--- src/logic/plpic_pkg.sv ---
// constants and types for the pcs low power idle control block
//
// Notes on behaviour
// - after lpi block sent, quiet at next payload
// - refresh sub-blocks sent at normal slot times
// - payload slot starts with 130 zero symbols
// - then 7644 symbols with transmitter off
// - then 130 zeros before refresh sub-blocks
// - repeat until normal interframe, resume at payload
// - slot timing keeps running through quiet periods
// - sleep is zeros, wake is precoded signal
// - zeros at payload start put receiver in lpi
// - received lpi blocks also show lpi on gmii
// - refresh drives adaptation, timing, receiver status
// - refresh used to estimate link margin
// - signal at payload start ends receive lpi
// - decoding restarts at first complete block boundary
// - normal interframe presented once decoding restarts
// - transmit gate on in refresh, off in quiet
// - receive gate on in refresh, off in quiet
package plpic_pkg;
  localparam int unsigned IDX_W        = 13;
  localparam int unsigned SYM_W        = 8;
  localparam int unsigned ZERO_SYMS    = 130;
  localparam int unsigned QUIET_SYMS   = 7644;
  localparam int unsigned REFRESH_SYMS = 160;
  localparam int unsigned ZDET_WIN     = 32;
  localparam int unsigned ZDET_MIN     = 24;
  localparam logic [SYM_W-1:0] ZERO_SYM = 8'h00;
  // register map
  localparam logic [11:0] OFF_CTRL   = 12'h000;
  localparam logic [11:0] OFF_STATUS = 12'h004;
  localparam logic [11:0] OFF_COUNT  = 12'h008;
  localparam logic        CTRL_RST   = 1'h0;
  localparam int unsigned CTRL_EEE   = 0;
  localparam int unsigned ST_TX_LPI  = 0;
  localparam int unsigned ST_TX_QT   = 1;
  localparam int unsigned ST_RX_LPI  = 2;
  localparam int unsigned ST_RX_QT   = 3;
  localparam int unsigned CNT_TX_LSB = 0;
  localparam int unsigned CNT_RX_LSB = 16;
  typedef enum logic [1:0] {TX_NORMAL, TX_ARMED, TX_LPI} plpic_tx_e;
  typedef enum logic [1:0] {RX_NORMAL, RX_LPI, RX_WAKE} plpic_rx_e;
endpackage

--- src/logic/plpic_slot_if.sv ---
// slot timing shared by the timer and its users
`timescale 1ns/1ps
`default_nettype none
interface plpic_slot_if;
  logic [12:0] idx;
  logic        in_payload;
  logic        payload_start;
  logic        refresh_end;
  modport timer (output idx, output in_payload, output payload_start, output refresh_end);
  modport user  (input idx, input in_payload, input payload_start, input refresh_end);
endinterface
`default_nettype wire

--- src/logic/plpic_slot_timer.sv ---
// free running refresh/payload sub-block slot timer
`timescale 1ns/1ps
`default_nettype none
module plpic_slot_timer #(
  parameter int unsigned QUIET = 7644
) (
  // clock and reset
  input  wire logic  pclk,
  input  wire logic  presetn,
  // realign to the start of a refresh sub-block
  input  wire logic  sync,
  // slot timing
  plpic_slot_if.timer slot
);
  import plpic_pkg::*;
  localparam logic [IDX_W-1:0] REF_LAST = IDX_W'(REFRESH_SYMS - 1);
  localparam logic [IDX_W-1:0] PAY_LAST = IDX_W'(2 * ZERO_SYMS + QUIET - 1);
  typedef struct packed {
    logic [IDX_W-1:0] idx;
    logic             in_payload;
  } plpic_tm_s;
  plpic_tm_s s, next_s;

  // never stops, so block alignment survives quiet periods
  always_comb begin
    next_s = s;
    if (sync) begin
      next_s = '0;
    end else if (!s.in_payload && s.idx == REF_LAST) begin
      next_s.idx        = '0;
      next_s.in_payload = 1'b1;
    end else if (s.in_payload && s.idx == PAY_LAST) begin
      next_s = '0;
    end else begin
      next_s.idx = s.idx + 1'b1;
    end
  end

  always_ff @(posedge pclk or negedge presetn) begin
    if (!presetn) s <= '0;
    else          s <= next_s;
  end

  assign slot.idx           = s.idx;
  assign slot.in_payload    = s.in_payload;
  assign slot.payload_start = s.in_payload && s.idx == '0;
  assign slot.refresh_end   = !s.in_payload && s.idx == REF_LAST;
endmodule // plpic_slot_timer
`default_nettype wire

--- src/logic/plpic_zero_detect.sv ---
// decides zeros or precoded signal at the start of each payload slot
`timescale 1ns/1ps
`default_nettype none
module plpic_zero_detect (
  // clock and reset
  input  wire logic                   pclk,
  input  wire logic                   presetn,
  // receive slot timing and symbols
  plpic_slot_if.user                  slot,
  input  wire logic [plpic_pkg::SYM_W-1:0] rx_sym,
  // decisions, one cycle pulses
  output logic                        zero_seen,
  output logic                        sig_seen
);
  import plpic_pkg::*;
  localparam logic [IDX_W-1:0] WIN_LAST = IDX_W'(ZDET_WIN - 1);
  localparam logic [5:0]       RUN_MIN  = 6'(ZDET_MIN);
  typedef struct packed {
    logic [5:0] zcnt;
    logic       zero_seen;
    logic       sig_seen;
  } plpic_zd_s;
  plpic_zd_s s, next_s;
  logic [5:0] cnt_now;

  // 24 or more zeros in the first 32 payload symbols mean sleep, fewer mean wake
  always_comb begin
    next_s  = s;
    cnt_now = (slot.idx == '0 ? 6'h00 : s.zcnt) + 6'(rx_sym == ZERO_SYM);
    next_s.zero_seen = 1'b0;
    next_s.sig_seen  = 1'b0;
    if (slot.in_payload && slot.idx <= WIN_LAST) begin
      next_s.zcnt = cnt_now;
      if (slot.idx == WIN_LAST) begin
        next_s.zero_seen = cnt_now >= RUN_MIN;
        next_s.sig_seen  = cnt_now < RUN_MIN;
      end
    end
  end

  always_ff @(posedge pclk or negedge presetn) begin
    if (!presetn) s <= '0;
    else          s <= next_s;
  end

  assign zero_seen = s.zero_seen;
  assign sig_seen  = s.sig_seen;
endmodule // plpic_zero_detect
`default_nettype wire

--- src/logic/plpic_lpi_ctrl.sv ---
// low power idle transmit and receive control with apb registers
//
// The register offsets and the APB register port were left to the implementer.
`timescale 1ns/1ps
`default_nettype none
module plpic_lpi_ctrl #(
  parameter int unsigned QUIET = plpic_pkg::QUIET_SYMS
) (
  // clock and reset
  input  wire logic                        pclk,
  input  wire logic                        presetn,
  // apb slave
  input  wire logic                        psel,
  input  wire logic                        penable,
  input  wire logic                        pwrite,
  input  wire logic [11:0]                 paddr,
  input  wire logic [31:0]                 pwdata,
  output logic [31:0]                      prdata,
  output logic                             pready,
  output logic                             pslverr,
  // gmii transmit side and block encoder
  input  wire logic                        tx_lpi_req,
  input  wire logic                        enc_blk_end,
  input  wire logic                        enc_blk_lpi,
  input  wire logic [plpic_pkg::SYM_W-1:0] tx_sym_in,
  // transmit symbols and gate towards the pmd
  output logic [plpic_pkg::SYM_W-1:0]      tx_sym_out,
  output logic                             tx_pcs_on,
  // receive symbols and slot sync from the pma
  input  wire logic [plpic_pkg::SYM_W-1:0] rx_sym,
  input  wire logic                        rx_frame_sync,
  // block decoder
  input  wire logic                        rx_blk_start,
  input  wire logic                        rx_blk_lpi,
  // gmii receive side and receiver control
  output logic                             rx_lpi,
  output logic                             rx_dec_en,
  output logic                             rx_pcs_on,
  output logic                             rx_adapt_en,
  output logic                             rx_margin_en,
  output logic                             rx_status_upd
);
  import plpic_pkg::*;

  // ----------------------------------------------------------------
  // constants
  // ----------------------------------------------------------------
  localparam logic [IDX_W-1:0] QT_START = IDX_W'(ZERO_SYMS);
  localparam logic [IDX_W-1:0] QT_END   = IDX_W'(ZERO_SYMS + QUIET);

  // ----------------------------------------------------------------
  // state
  // ----------------------------------------------------------------
  typedef struct packed {
    plpic_tx_e        tx_st;
    logic             tx_wake;
    logic             tx_quiet;
    logic [15:0]      tx_cnt;
    logic [SYM_W-1:0] tx_sym_out;
    logic             tx_pcs_on;
    plpic_rx_e        rx_st;
    logic             rx_quiet;
    logic [15:0]      rx_cnt;
    logic             rx_lpi;
    logic             rx_dec_en;
    logic             rx_pcs_on;
    logic             rx_adapt_en;
    logic             rx_margin_en;
    logic             rx_status_upd;
    logic             eee_en;
    logic [31:0]      prdata;
    logic             pready;
    logic             pslverr;
  } plpic_top_s;

  plpic_top_s s;
  plpic_top_s next_s;

  // ----------------------------------------------------------------
  // slot timers and zero detector
  // ----------------------------------------------------------------
  plpic_slot_if tx_slot ();
  plpic_slot_if rx_slot ();

  logic zero_seen;
  logic sig_seen;

  plpic_slot_timer #(
    .QUIET (QUIET)
  ) u_tx_timer (
    .pclk    (pclk),
    .presetn (presetn),
    .sync    (1'b0),
    .slot    (tx_slot.timer)
  );

  plpic_slot_timer #(
    .QUIET (QUIET)
  ) u_rx_timer (
    .pclk    (pclk),
    .presetn (presetn),
    .sync    (rx_frame_sync),
    .slot    (rx_slot.timer)
  );

  plpic_zero_detect u_zdet (
    .pclk      (pclk),
    .presetn   (presetn),
    .slot      (rx_slot.user),
    .rx_sym    (rx_sym),
    .zero_seen (zero_seen),
    .sig_seen  (sig_seen)
  );

  // ----------------------------------------------------------------
  // next state
  // ----------------------------------------------------------------
  logic        tx_in_lpi;
  logic        rx_in_lpi;
  logic        rx_quiet_win;
  logic        tx_quiet_win;
  logic        apb_setup;
  logic        apb_write;
  logic        addr_ok;
  logic [31:0] rd_val;

  always_comb begin
    next_s = s;

    // ---------------- transmit control ----------------
    unique case (s.tx_st)
      TX_NORMAL: begin
        if (s.eee_en && tx_lpi_req && enc_blk_end && enc_blk_lpi) begin
          next_s.tx_st = TX_ARMED;
        end
      end
      TX_ARMED: begin
        if (!tx_lpi_req) begin
          next_s.tx_st = TX_NORMAL;
        end else if (tx_slot.payload_start) begin
          next_s.tx_st  = TX_LPI;
          next_s.tx_cnt = s.tx_cnt + 16'h0001;
        end
      end
      TX_LPI: begin
        if (!tx_lpi_req) begin
          next_s.tx_wake = 1'b1;
        end
        if (tx_slot.payload_start && (s.tx_wake || !tx_lpi_req)) begin
          next_s.tx_st   = TX_NORMAL;
          next_s.tx_wake = 1'b0;
        end
      end
    endcase

    // symbol sequence inside a payload slot
    tx_in_lpi    = next_s.tx_st == TX_LPI && tx_slot.in_payload;
    tx_quiet_win = tx_slot.idx >= QT_START && tx_slot.idx < QT_END;
    next_s.tx_quiet = tx_in_lpi && tx_quiet_win;
    if (!tx_in_lpi) begin
      // refresh slots always carry the encoder output
      next_s.tx_sym_out = tx_sym_in;
      next_s.tx_pcs_on  = 1'b1;
    end else if (tx_quiet_win) begin
      next_s.tx_sym_out = ZERO_SYM;
      next_s.tx_pcs_on  = 1'b0;
    end else begin
      // entry zeros then preparation zeros
      next_s.tx_sym_out = ZERO_SYM;
      next_s.tx_pcs_on  = 1'b1;
    end

    // ---------------- receive control ----------------
    unique case (s.rx_st)
      RX_NORMAL: begin
        if (zero_seen) begin
          next_s.rx_st  = RX_LPI;
          next_s.rx_cnt = s.rx_cnt + 16'h0001;
        end
      end
      RX_LPI: begin
        if (sig_seen) begin
          next_s.rx_st = RX_WAKE;
        end
      end
      RX_WAKE: begin
        if (rx_blk_start) begin
          next_s.rx_st = RX_NORMAL;
        end
      end
    endcase

    rx_in_lpi    = next_s.rx_st == RX_LPI;
    rx_quiet_win = rx_slot.in_payload && rx_slot.idx >= QT_START
                   && rx_slot.idx < QT_END;
    next_s.rx_quiet  = rx_in_lpi && rx_quiet_win;
    next_s.rx_pcs_on = !(rx_in_lpi && rx_quiet_win);
    // decoding and normal interframe return together
    next_s.rx_dec_en = next_s.rx_st == RX_NORMAL;
    next_s.rx_lpi    = next_s.rx_st != RX_NORMAL || rx_blk_lpi;
    next_s.rx_adapt_en  = rx_in_lpi && !rx_slot.in_payload;
    next_s.rx_margin_en = rx_in_lpi && !rx_slot.in_payload;
    next_s.rx_status_upd = s.rx_st == RX_LPI && rx_slot.refresh_end;

    // ---------------- apb slave ----------------
    apb_setup = psel && !penable;
    apb_write = psel && penable && s.pready && pwrite;
    addr_ok   = paddr == OFF_CTRL || paddr == OFF_STATUS || paddr == OFF_COUNT;
    rd_val    = 32'h0000_0000;
    unique case (paddr)
      OFF_CTRL: begin
        rd_val[CTRL_EEE] = s.eee_en;
      end
      OFF_STATUS: begin
        rd_val[ST_TX_LPI] = s.tx_st == TX_LPI;
        rd_val[ST_TX_QT]  = s.tx_quiet;
        rd_val[ST_RX_LPI] = s.rx_st != RX_NORMAL;
        rd_val[ST_RX_QT]  = s.rx_quiet;
      end
      OFF_COUNT: begin
        rd_val[CNT_TX_LSB +: 16] = s.tx_cnt;
        rd_val[CNT_RX_LSB +: 16] = s.rx_cnt;
      end
      default: begin
        rd_val = 32'h0000_0000;
      end
    endcase
    // answer in the first access cycle, then drop
    next_s.pready  = apb_setup;
    next_s.pslverr = apb_setup && !addr_ok;
    if (apb_setup) begin
      next_s.prdata = pwrite ? 32'h0000_0000 : rd_val;
    end
    if (apb_write && paddr == OFF_CTRL) begin
      next_s.eee_en = pwdata[CTRL_EEE];
    end
  end

  // ----------------------------------------------------------------
  // registers
  // ----------------------------------------------------------------
  always_ff @(posedge pclk or negedge presetn) begin
    if (!presetn) begin
      s           <= '0;
      s.tx_st     <= TX_NORMAL;
      s.rx_st     <= RX_NORMAL;
      s.eee_en    <= CTRL_RST;
      s.tx_pcs_on <= 1'b1;
      s.rx_pcs_on <= 1'b1;
      s.rx_dec_en <= 1'b1;
    end else begin
      s <= next_s;
    end
  end

  // ----------------------------------------------------------------
  // outputs
  // ----------------------------------------------------------------
  assign prdata        = s.prdata;
  assign pready        = s.pready;
  assign pslverr       = s.pslverr;
  assign tx_sym_out    = s.tx_sym_out;
  assign tx_pcs_on     = s.tx_pcs_on;
  assign rx_lpi        = s.rx_lpi;
  assign rx_dec_en     = s.rx_dec_en;
  assign rx_pcs_on     = s.rx_pcs_on;
  assign rx_adapt_en   = s.rx_adapt_en;
  assign rx_margin_en  = s.rx_margin_en;
  assign rx_status_upd = s.rx_status_upd;
endmodule // plpic_lpi_ctrl
`default_nettype wire

--- config.mk ---
export PLATFORM = sky130hd
export DESIGN_NAME = plpic_lpi_ctrl
export DESIGN_NICKNAME = d
export VERILOG_FILES = /design/src/logic/plpic_pkg.sv /design/src/logic/plpic_slot_if.sv /design/src/logic/plpic_slot_timer.sv /design/src/logic/plpic_zero_detect.sv /design/src/logic/plpic_lpi_ctrl.sv
export SDC_FILE = /design/constraint.sdc
export NUM_CORES = 1
export LEC_CHECK = 0
export ABC_AREA = 1
export BUFFER_PORTS_ARGS = -buffer_cell sky130_fd_sc_hd__buf_2
export CAP_MARGIN = 20
export CORE_AREA = 2 2 134 136
export DETAILED_ROUTE_END_ITERATION = 8
export DIE_AREA = 0 0 136 138
export GPL_TIMING_DRIVEN = 1
export HOLD_SLACK_MARGIN = 0.1
export PLACE_DENSITY = 0.7
export SKIP_LAST_GASP = 1
export SYNTH_ARGS = -nofsm -noshare
export SYNTH_HDL_FRONTEND = slang
export SYNTH_HIERARCHICAL = 1
export SYNTH_SLANG_ARGS = --single-unit
--- constraint.sdc ---
create_clock -name pclk -period 2.5 [get_ports pclk]
set_input_delay 0.125 -clock pclk [delete_from_list [all_inputs] [get_ports pclk]]
set_output_delay 0.125 -clock pclk [all_outputs]
set_load 0.02 [all_outputs]
Word level (Yosys, flattened, before mapping):

Cells that the tools add are included.

* reductions and logical operators: 48
* multiplexer cells: 26
* $lt $le $gt $ge: 7
* equal/unequal tests: 14
* div/mod/pow operators: 0
* add/subtract/negate cells: 5
* shift operators: 0
* bitwise logic cells: 0
* multiply operators: 0

Operators by type and width (count)
* 14-bit 2-to-1 mux: 3
* 16-bit by 1-bit adder with 16-bit output, second input constant: 2
* 32-bit 2-to-1 mux: 1
* 28-bit 2-to-1 mux: 1
* 13-bit by 1-bit adder with 13-bit output, second input constant: 2
* 13-bit == test, second input constant: 2
* 13-bit by 8-bit == test with 1-bit output, second input constant: 2
* 13-bit by 8-bit >= comparator with 1-bit output, second input constant: 2
* 13-bit logical NOT: 2
* 13-bit < comparator, second input constant: 2
* 13-bit 2-to-1 mux: 2
* 1-bit logical AND: 24
* 2-bit 2-to-1 mux: 8
* 13-bit by 5-bit == test with 1-bit output, second input constant: 1
* 13-bit by 5-bit less-or-equal comparator with 1-bit output, second input constant: 1
* 12-bit by 3-bit == test with 1-bit output, second input constant: 1
* 12-bit by 4-bit == test with 1-bit output, second input constant: 1
* 12-bit logical NOT: 1
* 2-bit one-hot mux with 3 select lines: 2
* 9-bit 2-to-1 mux: 1
* 8-bit logical NOT: 1
* 6-bit by 1-bit adder with 6-bit output: 1
* 2-bit by 1-bit == test with 1-bit output, second input constant: 3
* 2-bit == test, second input constant: 3
* other kinds (15): 31

* register bits after elaboration: 124
* bits in read-only memories: 0
* output and inout port bits: 49
* memories kept: 0
* bits of input ports: 71
* latch bits: 0
* bits in writable memories: 0

Depth between registers and ports, before layout:

Gate-level depths: netlist of the first run.

* depth after elaboration: 8
* mapped depth: 14

Hierarchy:

Netlist of the first run, hierarchy kept.

Modules (own cells, without submodules)
* plpic_lpi_ctrl: area an instance 4697.0 µm², times used 1, cells an instance 556
* plpic_slot_timer: area an instance 914.6 µm², times used 2, cells an instance 120
* plpic_zero_detect: area an instance 583.1 µm², times used 1, cells an instance 76

Worst setup path before layout of the first run:

Ideal clock, no wire load.

* path type: reg2reg
* from: register u_rx_timer.s (netlist bit u_rx_timer/slot.idx[5])
* to: register u_zdet.s (netlist bit u_zdet/sig_seen)
* slack: 650 ps
* clock period less this slack: 1850 ps
* arrival time: 1730 ps
* cell stages (with the launch flop): 14
* setup time: 119 ps
* cell sequence: dfrtp_1 > nor2_1 > nand2_2 > nor2_2 > nand2_4 > inv_1 > nor2_1 > ha_1 > inv_1 > nor3_1 > a31o_2 > nand3_1 > nand2_1 > nor2_1

RTL lines
* start, declared: line plpic_slot_timer.sv:22 `plpic_tm_s s, next_s;`
* start signal, assigned: line plpic_slot_timer.sv:41 `else s <= next_s;`
* end signal, assigned: line plpic_zero_detect.sv:43 `else s <= next_s;`
* end, declared: line plpic_zero_detect.sv:23 `plpic_zd_s s, next_s;`

==> impl_metrics.yaml, run 1 <==
setup_path:
  cp-end-kind: "register"
  path_class: "register to register"
  critPathRequiredTime_ns: 2.79
  crit_fanout: 9
  cp_data_arrival_time_ns: 2.42
  start_kind: "register"
timing:
  fin_setup_tns_ns: 0
  setup_violations: 0
  slew_headroom_pct: 65.6
  hold_viol: 0
  fmax_mhz: 470
  rsz0062_at_grt: "false"
  fin_worst_skew_ns: 0.0112
  maxSlewViolCount: 0
  worst_slew_pin_slew_ns: 0.512
  period_share_pct: 85.0
  fin_crit_ns: 2.13
route:
  vias: 5628
  routed_wl_mm: 14.6
  drc: 0
  vias_per_cell: 4.69
  wire_per_inst_um: 12.2
  initialDrtViolationCount: 398
  ant_nets: 0
  dr.pass1.iters: 6
floorplanning:
  io_pins: 120
  fp.dieW_um: 136
  die_h_um: 138
  core_um2: 17500
  die_area_um2: 18800
  fp-row-count: 49
  start_util_pct: 40.4
clocking:
  ctsResizeCount: 0
  cts-root-buf: "clkbuf_16"
  cts_buffer_depth: 2
  clock_latency_ns: 0.42
  cts_made_buffers: 17
  cts_tree: "yes"
  path_clk_slew_ns: 0.06
  cts.sinks: 124
  htree_num_levels: 4
final_layout:
  layout-drive-gt1-share_pct: 24.0
  utilization_pct: 47.2
  nNetsFinal: 1041
  final_cell_mix: "nand2_1 (214), dfrtp_1 (121), inv_1 (113), buf_2 (87), nor2_1 (85)"
  n_antenna_cell: 0
  final_common_cell: "nand2_1"
  area_growth_pct: 16.8
synthesis:
  yosysWarnings: 6
  avgSynthCellArea_um2: 8.17
  synth_area_um2: 7080
  synth_cells: 867
global_route:
  overflow: 0
  grt_pass1_wl_mm: 24.9
  track_usage_pct: 16.4
  antenna_found_initial: 0
  grt_pass1_vias: 5456
  grt_max_degree: 44
pwr:
  power.leakage_nw: 4.07
  power_density_nw_per_um2: 570
  ir_worst_vdd_mv: 0.485
hold_path:
  hold_path.class: "primary input to register"
placement:
  gp_congestion: 0.843
  port_buffers: 88
  post-dp-hpwl_mm: 10.6
job:
  drv_cap: 0
outcome:
  outcome: "completed"
[worst max-delay path: stages, from the launching register on]
cell and delay (ns):
dfrtp_1 0.56, nor2_1 0.11, nand2_2 0.07, nor2_2 0.05, nand2_4 0.09, inv_1 0.09, nor2_1 0.14, ha_1 0.19
inv_1 0.05, nor3_1 0.19, a31o_2 0.18, nand3_1 0.13, nand2_1 0.11, nor2_1 0.05
[metrics by stage]
stage	cell area, um^2	total power, mW	hold WS, ns	cells	setup slack (ns)
2_1_floorplan	7110	2.33	-0.171	873	0.665
3_3_place_gp	7560	2.45	0.129	1150	0.421
3_5_place_dp	7560	2.47	0.133	1150	0.387
4_1_cts	8270	4.77	0.142	1199	0.359
5_1_grt	8270	4.91	0.197	1199	0.160
6_report	8270	4.72	0.157	1199	0.374
[sequential cells by signal, indices dropped and copies added (netlist names), 6 cells and up]
register             cells
s                       40
prdata                  32
u_rx_timer/slot.idx     13
u_tx_timer/slot.idx     13
tx_sym_out               8
u_zdet/s                 6
[worst paths after layout]
kind	from	end	cells after the start	slack, ns
setup / recovery	u_rx_timer/slot.idx[5]$_DFF_PN0_	u_zdet/sig_seen$_DFF_PN0_	13	0.37
hold / removal	rx_blk_start	s[58]$_DFF_PN0_	6	0.16
setup reg to reg	u_rx_timer/slot.idx[5]$_DFF_PN0_	u_zdet/sig_seen$_DFF_PN0_	13	0.37
hold reg to reg	s[54]$_DFFE_PN0P_	s[54]$_DFFE_PN0P_	2	0.47
max in group asynchronous	presetn	pready$_DFF_PN0_	3	1.52
min in group asynchronous	presetn	tx_sym_out[4]$_DFF_PN0_	2	0.23
[final cells by class]
cell class / count / area (um^2)
clock buffers: 18 / 439
clock inverters: 14 / 108
fillers: 1671 / 9260
inverters: 119 / 447
multi-input cells: 581 / 3190
flip-flops and latches: 124 / 3110
well taps: 229 / 287
repair buffers: 114 / 693
[timing repair]
action | 4_1_cts | 5_1_grt
hold buffers | 17 | 0
setup buffers | 0 | 0
endpoints found under the hold margin | 54 | 0
[power breakdown]
| group | switching (mW) | total, mW | internal (mW) |
|---|---|---|---|
| logic | 0.231 | 0.363 | 0.132 |
| registers | 0.0300 | 2.08 | 2.05 |
| clock network | 0.964 | 2.27 | 1.31 |
[metal layers]
metal / part of all wire [%] / GRT usage, % / up-vias
li1: - / - / 2876
met3: 3.8 / 3.74 / 12
met2: 49 / 27.5 / 119
met4: 0.73 / 5.15 / 0
met1: 47 / 20.9 / 2621
met5: 0 / 0 / -
No activity file was read; power rests on OpenSTA's default activity.
==> inputs of run 2 (changes only) <==
- ABC_AREA: 1 -> not set
- CORE_AREA: 2 2 134 136 -> 2 2 125 127
- DIE_AREA: 0 0 136 138 -> 0 0 127 129
- PLACE_DENSITY: 0.7 -> 0.71
- REMOVE_ABC_BUFFERS: not set -> 1
- clock period: 2.5 -> 2.3 ns (I/O delays scaled with it)
==> run 2 against run 1 <==
Compared with the run above:
- die area decreased by 13%
- largest cell class is now sequential cells
- fmax decreased by 2.7%
- clock power increased by 9.3%
- area after synthesis decreased by 13%
- critical path depth decreased by 3
- power increased by 7.4%
- sequential power increased by 8%
- clock skew decreased by 0.0061 ns
- worst hold slack got worse by 0.036 ns
- count of clock-buffer cells in the layout increased by 7
- synthesized cell count decreased by 35%
==> impl_metrics.yaml, run 2 <==
outcome:
  outcome: "completed"
clocking:
  cts.sinks: 124
  htree_num_levels: 4
  cts_buffer_depth: 2
  cts_tree: "yes"
  cts_made_buffers: 17
  path_clk_slew_ns: 0.05
  cts-root-buf: "clkbuf_16"
  clock_latency_ns: 0.41
timing:
  fmax_mhz: 458
  worst_slew_pin_slew_ns: 0.694
  fin_setup_tns_ns: 0
  fin_worst_skew_ns: 0.00509
  fin_ws_ns: 0.115
  setup_violations: 0
  rsz0062_at_grt: "false"
  slew_headroom_pct: 53.8
  maxSlewViolCount: 0
  period_share_pct: 95.0
  fin_crit_ns: 2.19
  hold_viol: 0
placement:
  post_dp_cell_area_um2: 6700
  port_buffers: 88
  gp_congestion: 0.910
  dp_cells: 823
  pre_cts_ws_ns: -0.0779
  post-dp-hpwl_mm: 8.96
route:
  routed_wl_mm: 12.9
  initialDrtViolationCount: 283
  dr.pass1.iters: 4
  drc: 0
  vias: 4570
  vias_per_cell: 5.22
  ant_nets: 0
  wire_per_inst_um: 14.8
pwr:
  ir_worst_vdd_mv: 0.499
  power_density_nw_per_um2: 675
  power.leakage_nw: 3.65
  fin_total_pwr_mw: 5.06
final_layout:
  nNetsFinal: 758
  layout.cells.non_filler: 875
  largest_register_ffs: 40
  final_common_cell: "dfrtp_1"
  final_cell_mix: "dfrtp_1 (120), buf_2 (87), nor2_1 (43), xnor2_1 (38), buf_4 (37)"
  n_antenna_cell: 0
  area_growth_pct: 22.0
  layout-drive-gt1-share_pct: 28.2
  largest-register: "s"
  nFillCells: 1349
  final_area_um2: 7510
floorplanning:
  die_h_um: 129
  die_area_um2: 16400
  io_pins: 120
  core_um2: 15000
  fp.dieW_um: 127
  fp-row-count: 45
  start_util_pct: 41.1
synthesis:
  synth_area_um2: 6150
  yosysWarnings: 6
  synth_cells: 565
  avgSynthCellArea_um2: 10.9
setup_path:
  critPathRequiredTime_ns: 2.57
  slowest_delay_ns: 0.37
  critPathBufInv: 3
  crit_fanout: 11
  cpLargestDelayFamily: "simple AND/OR/NAND/NOR gates"
  slowest_stage: "dfrtp_1"
  cp_data_arrival_time_ns: 2.46
  path_cells: "nor3_1 > nand2_1 > nor4_2 > buf_4 > buf_4 > a31oi_1 > a2bb2oi_1 > a21oi_1 > buf_4 > a21boi_0"
  start_kind: "register"
  cp_common_cell: "buf_4"
  cp-end-kind: "register"
  path_class: "register to register"
global_route:
  grt_max_degree: 125
  track_usage_pct: 16.5
  antenna_found_initial: 0
  overflow: 0
  grt_pass1_wl_mm: 21.6
  grt_pass1_vias: 4496
job:
  drv_cap: 0
hold_path:
  hold_path.class: "primary input to register"
## run 2: metal layers
metal  up-vias  global-route usage [%]  share of wire (%)
met5         -                       0                  0
met4         0                    5.49               0.60
met3        11                    4.41                4.0
met2       108                    27.9                 51
met1      2263                    20.7                 44
li1       2188                       -                  -
## run 2: final cells by class
cell class / instances / area (um^2) / share of cell area, %
flip-flops and latches: 124 / 3110 / 41.4
inverters: 27 / 101 / 1.35
multi-input cells: 363 / 2610 / 34.8
repair buffers: 141 / 893 / 11.9
clock buffers: 25 / 495 / 6.60
clock inverters: 7 / 62.6 / 0.833
well taps: 188 / 235 / 3.13
## run 2: what timing repair did
action | in CTS | in global routing
pin swaps | 0 | 4
endpoints found under the hold margin | 137 | 0
buffers inserted | 0 | 4
hold buffers | 16 | 0
endpoints found under the setup margin | 10 | 24
gates resized for setup | 2 | 12
## run 2: worst paths after layout
check	from	cells after the start	to	slack, ns
setup reg to reg	u_tx_timer/slot.idx[9]$_DFF_PN0_	10	tx_sym_out[7]$_DFF_PN0_	0.11
max in group asynchronous	presetn	3	u_rx_timer/slot.idx[9]$_DFF_PN0_	1.41
hold reg to reg	s[84]$_DFFE_PN0P_	1	s[84]$_DFFE_PN0P_	0.47
setup / recovery	u_tx_timer/slot.idx[9]$_DFF_PN0_	10	tx_sym_out[7]$_DFF_PN0_	0.11
hold / removal	enc_blk_lpi	4	s[87]$_DFF_PN0_	0.12
min in group asynchronous	presetn	3	prdata[7]$_DFFE_PN0P_	0.30
## run 2: stage by stage
step	hold WS, ns	util, %
2_1_floorplan	-0.181	-
3_3_place_gp	0.264	44.7
3_5_place_dp	0.270	44.7
4_1_cts	0.105	49.6
5_1_grt	0.142	50.1
6_report	0.121	50.1
## run 2: worst reg2reg max path, delay by kind of cell (launching register included)
family,cells,cell delay (ns)
simple gates,3,0.70
buf+inv,3,0.46
flops,1,0.37
compound gates,4,0.51
## run 2: report_power, final
| group | internal [mW] | switching, mW | leakage (nW) |
|---|---|---|---|
| combinational | 0.137 | 0.196 | 1.70 |
| sequential | 2.22 | 0.0258 | 1.68 |
| clock | 1.59 | 0.895 | 0.277 |
